## src/hw/spi_cfg_pkg.sv

```systemverilog
// Package: constants and types for the serial port configuration block
// How it works
// Bits 7..4 of the first configuration register read back copies of bits 0, 1, 2 and 3.
// Bit 3 set selects 4-wire operation with a separate data-out line, clear selects 3-wire.
// In streaming transfers the address steps up after each byte when bit 2 is 1, down when 0.
// Bit 1 set shifts input and output data least significant bit first, clear most significant first.
// Writing 1 to bit 0 starts an internal reset and the bit clears itself when the reset is done.
// Bit 7 of the second configuration register at 1 selects single transfers, at 0 streaming.
// Bit 6 of the second configuration register at 1 enables chip-select stalling, at 0 disables it; csb high ends the transfer here whatever bit 6 holds.
// The low product identification byte is read-only and valid only after the boot loader is done.
// An 8-bit read-only chip type value sits at its own register beside the product identification.
// During a soft reset register writes are ignored and afterwards all settings return to reset values.
package spi_cfg_pkg;
  // ----------------------------------------
  // Register map
  // ----------------------------------------
  localparam logic [14:0] ADDR_CONFIG_A = 15'h0000;
  localparam logic [14:0] ADDR_CONFIG_B = 15'h0001;
  localparam logic [14:0] ADDR_CATEGORY = 15'h0003;
  localparam logic [14:0] ADDR_PROD_LOW = 15'h0004;
  localparam logic [7:0]  CONFIG_A_RST  = 8'h00;
  localparam logic [7:0]  CONFIG_B_RST  = 8'h00;
  localparam logic [7:0]  ID_INVALID    = 8'h00;
  // Field positions
  localparam int BIT_RESET   = 0;
  localparam int BIT_ORDER   = 1;
  localparam int BIT_DIR     = 2;
  localparam int BIT_FOUR    = 3;
  localparam int BIT_SINGLE  = 7;
  localparam int BIT_STALL   = 6;
  localparam int INSTR_BITS  = 16;
  localparam int BYTE_BITS   = 8;
  // Soft reset hold, in clock cycles
  localparam int SOFT_RST_CYCLES = 16;

  typedef enum logic [3:0] {
    ST_IDLE  = 4'b0001,
    ST_INSTR = 4'b0010,
    ST_DATA  = 4'b0100,
    ST_DONE  = 4'b1000
  } xfer_state_t;

  // Settings driven onto the serial engine
  typedef struct packed {
    logic four_wire_select;
    logic stream_address_direction;
    logic bit_order_select;
    logic single_transfer_select;
    logic select_line_stall_enable;
  } port_cfg_t;

  // Serial pins after synchronisation
  typedef struct packed {
    logic sclk;
    logic csb;
    logic sdio;
  } pins_t;
endpackage

```

## src/hw/pin_sync.sv

```systemverilog
// Three-stage synchroniser with agreement filter for serial pins
`timescale 1ns/1ps
`default_nettype none
module pin_sync
  import spi_cfg_pkg::*;
#(
  parameter int WIDTH = 3
) (
  // Clock and reset
  input  wire logic             sys_clk,
  input  wire logic             rst,
  // Raw and clean pins
  input  wire logic [WIDTH-1:0] raw,
  output var  logic [WIDTH-1:0] clean
);
  typedef struct packed {
    logic [WIDTH-1:0] s1;
    logic [WIDTH-1:0] s2;
    logic [WIDTH-1:0] s3;
    logic [WIDTH-1:0] out;
  } sync_state_t;

  sync_state_t st_r;
  sync_state_t st_nxt;

  always_comb begin
    st_nxt = st_r;
    st_nxt.s1 = raw;
    st_nxt.s2 = st_r.s1;
    st_nxt.s3 = st_r.s2;
    for (int i = 0; i < WIDTH; i++) begin
      if (st_r.s2[i] == st_r.s3[i]) begin
        st_nxt.out[i] = st_r.s3[i];
      end
    end
  end

  always_ff @(posedge sys_clk) begin
    if (rst) begin
      st_r <= '{s1: '1, s2: '1, s3: '1, out: '1};
    end else begin
      st_r <= st_nxt;
    end
  end

  assign clean = st_r.out;
endmodule
`default_nettype wire

```

## src/hw/spi_config_regs.sv

```systemverilog
// Serial port slave with interface configuration and identification registers
`timescale 1ns/1ps
`default_nettype none
module spi_config_regs
  import spi_cfg_pkg::*;
#(
  parameter logic [7:0] CATEGORY_VALUE = 8'hA5, // Arbitrary value
  parameter logic [7:0] PRODUCT_VALUE  = 8'h5A  // Arbitrary value
) (
  // Clock and reset
  input  wire logic      sys_clk,
  input  wire logic      rst,
  // Boot status
  input  wire logic      boot_done,
  // Serial pins
  input  wire logic      sclk,
  input  wire logic      csb_n,
  input  wire logic      sdio_in,
  output logic           sdio_out,
  output logic           sdio_oe_n,
  output logic           sdo,
  output logic           sdo_oe_n,
  // Settings and internal reset
  output port_cfg_t      port_cfg,
  output logic           soft_rst
);
  // ----------------------------------------
  // State
  // ----------------------------------------
  typedef struct packed {
    xfer_state_t  fsm;
    logic         sclk_d;
    logic [4:0]   cnt;
    logic [15:0]  shreg;
    logic         rnw;
    logic [14:0]  addr;
    logic [7:0]   txb;
    logic [7:0]   cfg_a;
    logic [7:0]   cfg_b;
    logic [7:0]   rst_cnt;
    logic         in_rst;
    logic         out_bit;
    logic         drive_io;
    logic         drive_so;
    port_cfg_t    cfg;
  } regs_t;

  regs_t st_r;
  regs_t st_nxt;
  pins_t pins;

  pin_sync #(.WIDTH(3)) u_sync (
    .sys_clk (sys_clk),
    .rst     (rst),
    .raw     ({sclk, csb_n, sdio_in}),
    .clean   (pins)
  );

  // ----------------------------------------
  // Read decode
  // ----------------------------------------
  function automatic logic [7:0] read_reg(input logic [14:0] a, input logic [7:0] ca,
                                          input logic [7:0] cb, input logic bd);
    logic [7:0] v;
    v = 8'h00;
    unique case (a)
      ADDR_CONFIG_A: v = {ca[0], ca[1], ca[2], ca[3], ca[3:0]};
      ADDR_CONFIG_B: v = cb;
      ADDR_CATEGORY: v = CATEGORY_VALUE;
      ADDR_PROD_LOW: v = bd ? PRODUCT_VALUE : ID_INVALID;
      default:       v = 8'h00;
    endcase
    return v;
  endfunction

  // Bit picked out of a byte by position and order
  function automatic logic pick(input logic [7:0] b, input logic [2:0] i, input logic lsb);
    return lsb ? b[i] : b[3'h7 - i];
  endfunction

  logic rise;
  logic fall;
  logic [7:0] rx_byte;
  logic [7:0] ser_next;

  always_comb begin
    st_nxt = st_r;
    st_nxt.sclk_d = pins.sclk;
    rise = pins.sclk & ~st_r.sclk_d;
    fall = ~pins.sclk & st_r.sclk_d;
    rx_byte = st_r.shreg[7:0];
    ser_next = 8'h00;
    // Bits arrive in shift order; reverse when least significant first
    if (st_r.cfg.bit_order_select) begin
      for (int i = 0; i < BYTE_BITS; i++) begin
        rx_byte[i] = st_r.shreg[7 - i];
      end
    end
    if (st_r.in_rst) begin
      // Writes ignored while the internal reset runs
      if (st_r.rst_cnt == 8'(SOFT_RST_CYCLES - 1)) begin
        st_nxt.in_rst = 1'b0;
        st_nxt.cfg_a = CONFIG_A_RST;
        st_nxt.cfg_b = CONFIG_B_RST;
        st_nxt.rst_cnt = 8'h00;
      end else begin
        st_nxt.rst_cnt = st_r.rst_cnt + 8'h01;
      end
    end
    if (pins.csb) begin
      st_nxt.fsm = ST_IDLE;
      st_nxt.drive_io = 1'b0;
      st_nxt.drive_so = 1'b0;
    end else begin
      unique case (st_r.fsm)
        ST_IDLE: begin
          st_nxt.fsm = ST_INSTR;
          st_nxt.cnt = 5'h00;
        end
        ST_INSTR: begin
          if (rise) begin
            st_nxt.shreg = {st_r.shreg[14:0], pins.sdio};
            st_nxt.cnt = st_r.cnt + 5'h01;
            if (st_r.cnt == 5'(INSTR_BITS - 1)) begin
              // Least significant first reverses the whole word, so direction comes last
              st_nxt.rnw = st_r.cfg.bit_order_select ? pins.sdio : st_r.shreg[14];
              st_nxt.addr = st_r.cfg.bit_order_select ? 15'h0000 : {st_r.shreg[13:0], pins.sdio};
              if (st_r.cfg.bit_order_select) begin
                for (int i = 0; i < 15; i++) begin
                  st_nxt.addr[i] = st_r.shreg[14 - i];
                end
              end
              st_nxt.cnt = 5'h00;
              st_nxt.fsm = ST_DATA;
              st_nxt.txb = 8'h00;
            end
          end
        end
        ST_DATA: begin
          if (st_r.cnt == 5'h00 && !rise) begin
            st_nxt.txb = read_reg(st_r.addr, st_r.cfg_a, st_r.cfg_b, boot_done);
          end
          // First bit of a byte waits for clock low so it never moves under a high clock
          if (fall || (st_r.cnt == 5'h00 && !rise && !pins.sclk)) begin
            ser_next = (st_r.cnt == 5'h00) ? read_reg(st_r.addr, st_r.cfg_a, st_r.cfg_b, boot_done)
                                           : st_r.txb;
            st_nxt.out_bit = pick(ser_next, st_r.cnt[2:0], st_r.cfg.bit_order_select);
            st_nxt.drive_io = st_r.rnw & ~st_r.cfg.four_wire_select;
            st_nxt.drive_so = st_r.rnw & st_r.cfg.four_wire_select;
          end
          if (rise) begin
            st_nxt.shreg = {st_r.shreg[14:0], pins.sdio};
            st_nxt.cnt = st_r.cnt + 5'h01;
            if (st_r.cnt == 5'(BYTE_BITS - 1)) begin
              st_nxt.cnt = 5'h00;
              if (!st_r.rnw && !st_r.in_rst) begin
                rx_byte = st_r.cfg.bit_order_select ? 8'h00 : {st_r.shreg[6:0], pins.sdio};
                if (st_r.cfg.bit_order_select) begin
                  for (int i = 0; i < BYTE_BITS; i++) begin
                    rx_byte[i] = (i == 7) ? pins.sdio : st_r.shreg[6 - i];
                  end
                end
                if (st_r.addr == ADDR_CONFIG_A) begin
                  st_nxt.cfg_a = {4'h0, rx_byte[3:0]};
                  if (rx_byte[BIT_RESET]) begin
                    st_nxt.in_rst = 1'b1;
                    st_nxt.rst_cnt = 8'h00;
                  end
                end else if (st_r.addr == ADDR_CONFIG_B) begin
                  st_nxt.cfg_b = rx_byte;
                end
              end
              if (st_r.cfg.single_transfer_select) begin
                st_nxt.fsm = ST_DONE;
              end else if (st_r.cfg.stream_address_direction) begin
                st_nxt.addr = st_r.addr + 15'h0001;
              end else begin
                st_nxt.addr = st_r.addr - 15'h0001;
              end
            end
          end
        end
        ST_DONE: begin
          st_nxt.drive_io = 1'b0;
          st_nxt.drive_so = 1'b0;
        end
        default: st_nxt.fsm = ST_IDLE;
      endcase
    end
    // First-register settings apply between transfers, so a frame changes format midway only when a soft reset ends during it; second-register bits apply at once
    // Settings hold still through a soft reset and take the cleared values at its end
    if ((pins.csb || st_r.in_rst) && !st_nxt.in_rst) begin
      st_nxt.cfg.four_wire_select         = st_nxt.cfg_a[BIT_FOUR];
      st_nxt.cfg.stream_address_direction = st_nxt.cfg_a[BIT_DIR];
      st_nxt.cfg.bit_order_select         = st_nxt.cfg_a[BIT_ORDER];
    end
    st_nxt.cfg.single_transfer_select   = st_nxt.cfg_b[BIT_SINGLE];
    st_nxt.cfg.select_line_stall_enable = st_nxt.cfg_b[BIT_STALL];
  end

  always_ff @(posedge sys_clk) begin
    if (rst) begin
      st_r <= '{fsm: ST_IDLE, sclk_d: 1'b1, cnt: 5'h00, shreg: 16'h0000, rnw: 1'b0,
                addr: 15'h0000, txb: 8'h00, cfg_a: CONFIG_A_RST, cfg_b: CONFIG_B_RST,
                rst_cnt: 8'h00, in_rst: 1'b0, out_bit: 1'b0, drive_io: 1'b0,
                drive_so: 1'b0, cfg: '0};
    end else begin
      st_r <= st_nxt;
    end
  end

  // ----------------------------------------
  // Outputs
  // ----------------------------------------
  assign sdio_out  = st_r.out_bit;
  assign sdio_oe_n = ~st_r.drive_io;
  assign sdo       = st_r.out_bit;
  assign sdo_oe_n  = ~st_r.drive_so;
  assign port_cfg  = st_r.cfg;
  assign soft_rst  = st_r.in_rst;
endmodule
`default_nettype wire

```

## config.mk

```make
export PLATFORM = sky130hd
export DESIGN_NAME = spi_config_regs
export DESIGN_NICKNAME = d
export VERILOG_FILES = /design/src/hw/spi_cfg_pkg.sv /design/src/hw/pin_sync.sv /design/src/hw/spi_config_regs.sv
export SDC_FILE = /design/constraint.sdc
export NUM_CORES = 1
export LEC_CHECK = 0
export BUFFER_PORTS_ARGS = -buffer_cell sky130_fd_sc_hd__buf_2
export CAP_MARGIN = 20
export CORE_MARGIN = 2
export CORE_UTILIZATION = 55
export DETAILED_ROUTE_END_ITERATION = 12
export PLACE_DENSITY = 0.75
export SYNTH_ARGS = -nofsm -noshare
export SYNTH_HDL_FRONTEND = slang
export SYNTH_SLANG_ARGS = --single-unit
export TNS_END_PERCENT = 10
```

## constraint.sdc

```tcl
create_clock -name sys_clk -period 2.76 [get_ports sys_clk]
set_input_delay 0.138 -clock sys_clk [delete_from_list [all_inputs] [get_ports sys_clk]]
set_output_delay 0.138 -clock sys_clk [all_outputs]
set_load 0.03 [all_outputs]
```

; ---- Word level (Yosys, flattened, before mapping)
; Index checks and enable logic that the tools add are counted.
[op_classes]
n_mux = 54
addsub = 5
magnitude_cmp = 2
eq_ne = 21
bitwise_logic = 11
reduce_logical = 25
[op_table]
columns = cell, n
row1 = $mux W8, 15
row2 = $mux W25, 4
row3 = $mux W15, 5
row4 = $mux W26, 2
row5 = $pmux W23 S2, 1
row6 = $mux W45, 1
row7 = $pmux W8 S4, 1
row8 = $pmux W15 S2, 1
row9 = $mux W24, 1
row10 = $mux W21, 1
row11 = $mux W4, 5
row12 = $mux W9, 2
row13 = $mux W16, 1
row14 = $ne A2 B2 Y1 const B, 8
row15 = $pmux W4 S4, 1
row16 = $add A15 B1 Y15 const B, 1
row17 = $eq A15 B1 Y1 const B, 1
row18 = $eq A15 B2 Y1 const B, 1
row19 = $eq A15 B3 Y1 const B, 1
row20 = $logic_not A15 Y1, 1
row21 = $pmux W5 S3, 1
row22 = $sub A15 B1 Y15 const B, 1
row23 = $reduce_and A4 Y1, 3
row24 = $mux W5, 2
row25 = other kinds (31), 57
[word_totals]
regBits = 94
in_bits = 6

; ---- Logic depth before layout (Yosys ltp)
[depth]
depth_word = 18
ltp_mapped = 11

; ---- Hierarchy
; From an unflattened synthesis, not the netlist that was laid out.
[unflattened]
cells_unflattened = 609
area_unflattened_um2 = 5043.6
[by_module_without_submodules]
columns = module, cells_per_inst, seq_area_each_um2, n_inst, area_each_um2
row1 = spi_config_regs, 575, 1521.5, 1, 4664.5
row2 = pin_sync, 34, 240.2, 1, 379.1

; ---- Worst setup path before layout
; OpenSTA, ideal clock, no wires.
[synth_path]
kind = register -> register
startpoint = reg st_r[74] (netlist bit)
endpoint = reg st_r (netlist bit sdio_out)
required_ps = 2674
path_slack_ps = 189
synth_period_minus_slack_ps = 2571
stages_incl_launch_ff = 10
t_arrival_ps = 2485
n_path_buf = 2
path_cell_list = dfxtp_1 -> clkbuf_1 -> inv_1 -> ha_1 -> or4b_2 -> buf_2 -> o31ai_1 -> o221ai_1 -> or3_1 -> a211oi_1
[synth_between]
elab_chain_cells = 5
word_cells_on_any_way = 12
[synth_lines]
columns = element, line_no
row1 = start: declaration, spi_config_regs.sv:48  ; regs_t st_r;
row2 = start signal: assignment, spi_config_regs.sv:203  ; st_r <= '{fsm: ST_IDLE, sclk_d: 1'b1, cnt: 5'h00, shreg: 16'h0000, rnw: 1'b0,
row3 = start signal: assignment, spi_config_regs.sv:208  ; st_r <= st_nxt;
row4 = "parallel branches: the longest is 5 deep, another holds $sub A3 B3 Y3", -
; Parallel ways; which one is timed is not known. The select of a mux whose other input is x is not followed.
; A chain may end at the register's enable or synchronous reset.

; ---- Worst setup path after layout
[layout_path]
startpoint = reg st_r[82] (netlist bit)
endpoint = reg st_r[22] (netlist bit)
[layout_between]
elab_chain_cells = 3
[layout_lines]
columns = element, line_no
row1 = $eq A4 B3 Y1, spi_config_regs.sv:115  ; unique case (st_r.fsm)
row2 = $mux W26, spi_config_regs.sv:115
row3 = $mux W26, spi_config_regs.sv:110  ; if (pins.csb) begin
; No other way between the ends.

==> results.json <==
{
  "outcome": "complete, no violations",
  "synth_seq_cells": 88,
  "coreArea_um2": 8680,
  "drc_errors": 0,
  "tightest_slew_ns": 0.931,
  "grt.total_usage_pct": 25.7,
  "wl_per_cell_um": 16.5,
  "dr.pass1.iters": 5,
  "fin_hold_ws_ns": 0.176,
  "synth_edf_count": 0,
  "io_pins": 16,
  "row_count": 34,
  "final_hold_viol_count": 0,
  "slew-limit-headroom_pct": 37.8,
  "final_nets": 632,
  "maxSlewViolCount": 0,
  "irDropWorstVdd_v": 0.000200,
  "synthArstFlopShare_pct": 0,
  "grt-ovfl-total": 0,
  "synthFlopType": "dfxtp_1",
  "place_congestion": 0.907,
  "cts_sinks": 88,
  "ys_types": 67,
  "dp_slack_ns": 0.142,
  "grt_pass1_vias": 4144,
  "regArea_um2": 1760,
  "rsz0062_at_grt": "false",
  "post-route-min-period_ns": 2.56,
  "drt_iter0_drc": 508,
  "insertion_delay_ns": 0.37,
  "stdcell_count": 729,
  "antenna_found_initial": 0,
  "multi_input_area_um2": 2860,
  "setup_tns_ns": 0,
  "endpoint": "st_r[22]$_SDFF_PP0_",
  "rr_worst_depth": 8,
  "cap_violations": 0,
  "r2r-end": "st_r[22]$_SDFF_PP0_",
  "drt-total-wl_mm": 12.1,
  "cp_data_arrival_time_ns": 2.82,
  "netlist_instances": 609,
  "crit_start": "st_r[82]$_SDFFE_PP0P_",
  "finalCritPeriodShare_pct": 92.6,
  "vias_per_cell": 6.32,
  "ys_warn_count": 0,
  "grt_pass1_wl_mm": 20.2,
  "synth_nets": 624,
  "drive_gt1_share_pct": 14.7,
  "worstSetupPathType": "flip-flop to flip-flop",
  "vias": 4609,
  "cts_tree": "done",
  "synth.avg_cell_area_um2": 8.01,
  "die-area_um2": 9630,
  "setup_viol": 0,
  "seq_area_frac_synth_pct": 36.1,
  "start_util_pct": 56.2,
  "p_per_area_nw_per_um2": 417,
  "p_leak_uw": 0.00181,
  "startpoint_type": "flip-flop",
  "rr_startpoint": "st_r[82]$_SDFFE_PP0P_",
  "fmax_ghz": 0.391,
  "h-tree-depth": 3,
  "grt_max_degree": 38,
  "fin_skew_ns": 0.00785,
  "setup_ws_ns": 0.203,
  "r2r_setup_slack_ns": 0.20,
  "io_buffers": 15,
  "required_ns": 3.02,
  "dpl.hpwl_mm": 8.62,
  "die_h_um": 98.2,
  "n_antenna_cell": 0,
  "netlist_area_um2": 4880,
  "root_buffer": "clkbuf_8",
  "holdCritPathClass": "input port to flip-flop",
  "cts.path.max_buffers": 2,
  "n_fill_cell": 778,
  "critPathCaptureType": "flip-flop",
  "syn_to_final_growth_pct": 8.80,
  "dp_cells": 711,
  "cts.reportedPaths.clkPinSlew_ns": 0.08,
  "cts_inserted_buffers": 9,
  "critPathMaxFanout": 26,
  "die_w_um": 98.2,
  "ant_nets": 0
}
-- through the flow --
| step | cell area, um2 | total power [uW] | utilization (%) |
|---|---|---|---|
| floorplan | 4880 | 1330 | - |
| global placement | 5070 | 1340 | 58.4 |
| detailed placement | 5070 | 1340 | 58.4 |
| CTS | 5300 | 2230 | 61.0 |
| global route | 5310 | 2290 | 61.1 |
| finish | 5310 | 2210 | 61.1 |
-- layout by cell type, fill, tap and decap left out, types with 7 or more instances in the layout --
cell type / n
dfxtp_1: 88
a21oi_1: 67
nor2_1: 65
nand2_1: 62
o21ai_0: 26
buf_4: 26
nand3_1: 18
inv_1: 15
buf_2: 15
mux2i_1: 13
nor2b_1: 12
or2_2: 12
a22oi_1: 12
nor3_1: 11
a211oi_1: 10
clkbuf_8: 10
ha_1: 9
mux2_2: 8
nand2b_1: 8
o32ai_1: 8
o31ai_1: 7
or3_1: 7
nand4_1: 7
and3_1: 7
-- worst max-delay path: stages (launching register included) --
cell and delay, ns:
dfxtp_1 0.38, or4b_1 0.58, buf_4 0.26, nor4_1 0.29, nand4_1 0.23, nor2_1 0.16
buf_4 0.20, a21oi_1 0.06, a211oi_1 0.29
-- power breakdown --
group	internal [uW]	switching (uW)	leakage [uW]	total [uW]
clock network	438	459	0.000102	897
logic	13.0	24.9	0.00100	37.9
registers	1270	3.02	0.000711	1280
total	1720	486	0.00181	2210
-- synth_stat cells, types with 9 or more instances --
library cell  instances  share of area [%]
ha_1                  9                2.3
mux2i_1              13                2.7
inv_1                15                1.2
nor2b_1              12                1.5
o21ai_0              26                2.7
a21oi_1              67                6.9
clkbuf_1             33                2.5
nor2_1               65                5.0
nor3_1               11                1.1
a22oi_1              12                1.8
dfxtp_1              88                 36
or2_2                12                1.5
nand3_1              18                1.8
a211oi_1             10                1.5
nand2_1              62                4.8
-- repair_timing --
item | in CTS | in global routing
resized for setup | 0 | 3
hold endpoints to repair | 3 | 0
endpoints found under the setup margin | 0 | 1
setup buffers | 0 | 0
hold buffers | 3 | 0
-- worst min path at each step --
stage	startpoint	to	slack (ns)	depth (start not counted)
3_3_place_gp	sclk	u_sync.st_nxt[8]$_SDFF_PP1_	0.32	2
3_5_place_dp	sdio_in	u_sync.st_nxt[6]$_SDFF_PP1_	0.32	2
6_report	rst	st_r[38]$_SDFFE_PP0P_	0.18	2
4_1_cts	rst	st_r[39]$_SDFFE_PP0P_	0.16	2
2_1_floorplan	sdio_in	u_sync.st_nxt[6]$_SDFF_PP1_	0.24	1
5_1_grt	rst	st_r[36]$_SDFFE_PP0P_	0.20	2
-- cells by family after synthesis --
family | after synthesis | share of synthesized area [%]
AOI/OAI and AO/OA | 173 | 23.1
xor gates and xnor gates | 7 | 1.26
adders and majority gates | 9 | 2.31
buffers and inverters | 62 | 5.62
DFF | 88 | 36.1
muxes | 22 | 4.98
and+or+nand+nor | 248 | 26.6
-- routing by layer --
metal | vias to the layer above | part of all wire (%) | GRT usage [%]
met3 | 23 | 5.8 | 5.01
met2 | 156 | 47 | 40.3
met5 | - | 0 | 0
met4 | 0 | 1.7 | 9.27
met1 | 2204 | 46 | 35.5
li1 | 2226 | - | -
-- flip-flops by register name (all words and copies together), names as in the netlist --
signal         flops
soft_rst           1
st_r              71
u_sync.st_nxt      6
port_cfg           3
u_sync.st_r        3
sdio_out           1
u_sync.clean       3
-- cell type report --
type	instances	area share [%]
timing repair buffer	44	5.66
multi-input combinational	459	53.8
clock inverter	5	1.08
tap	108	2.55
clock buffer	10	2.59
inverter	15	1.06
sequential	88	33.2
Power figures use the tool's default switching activity.
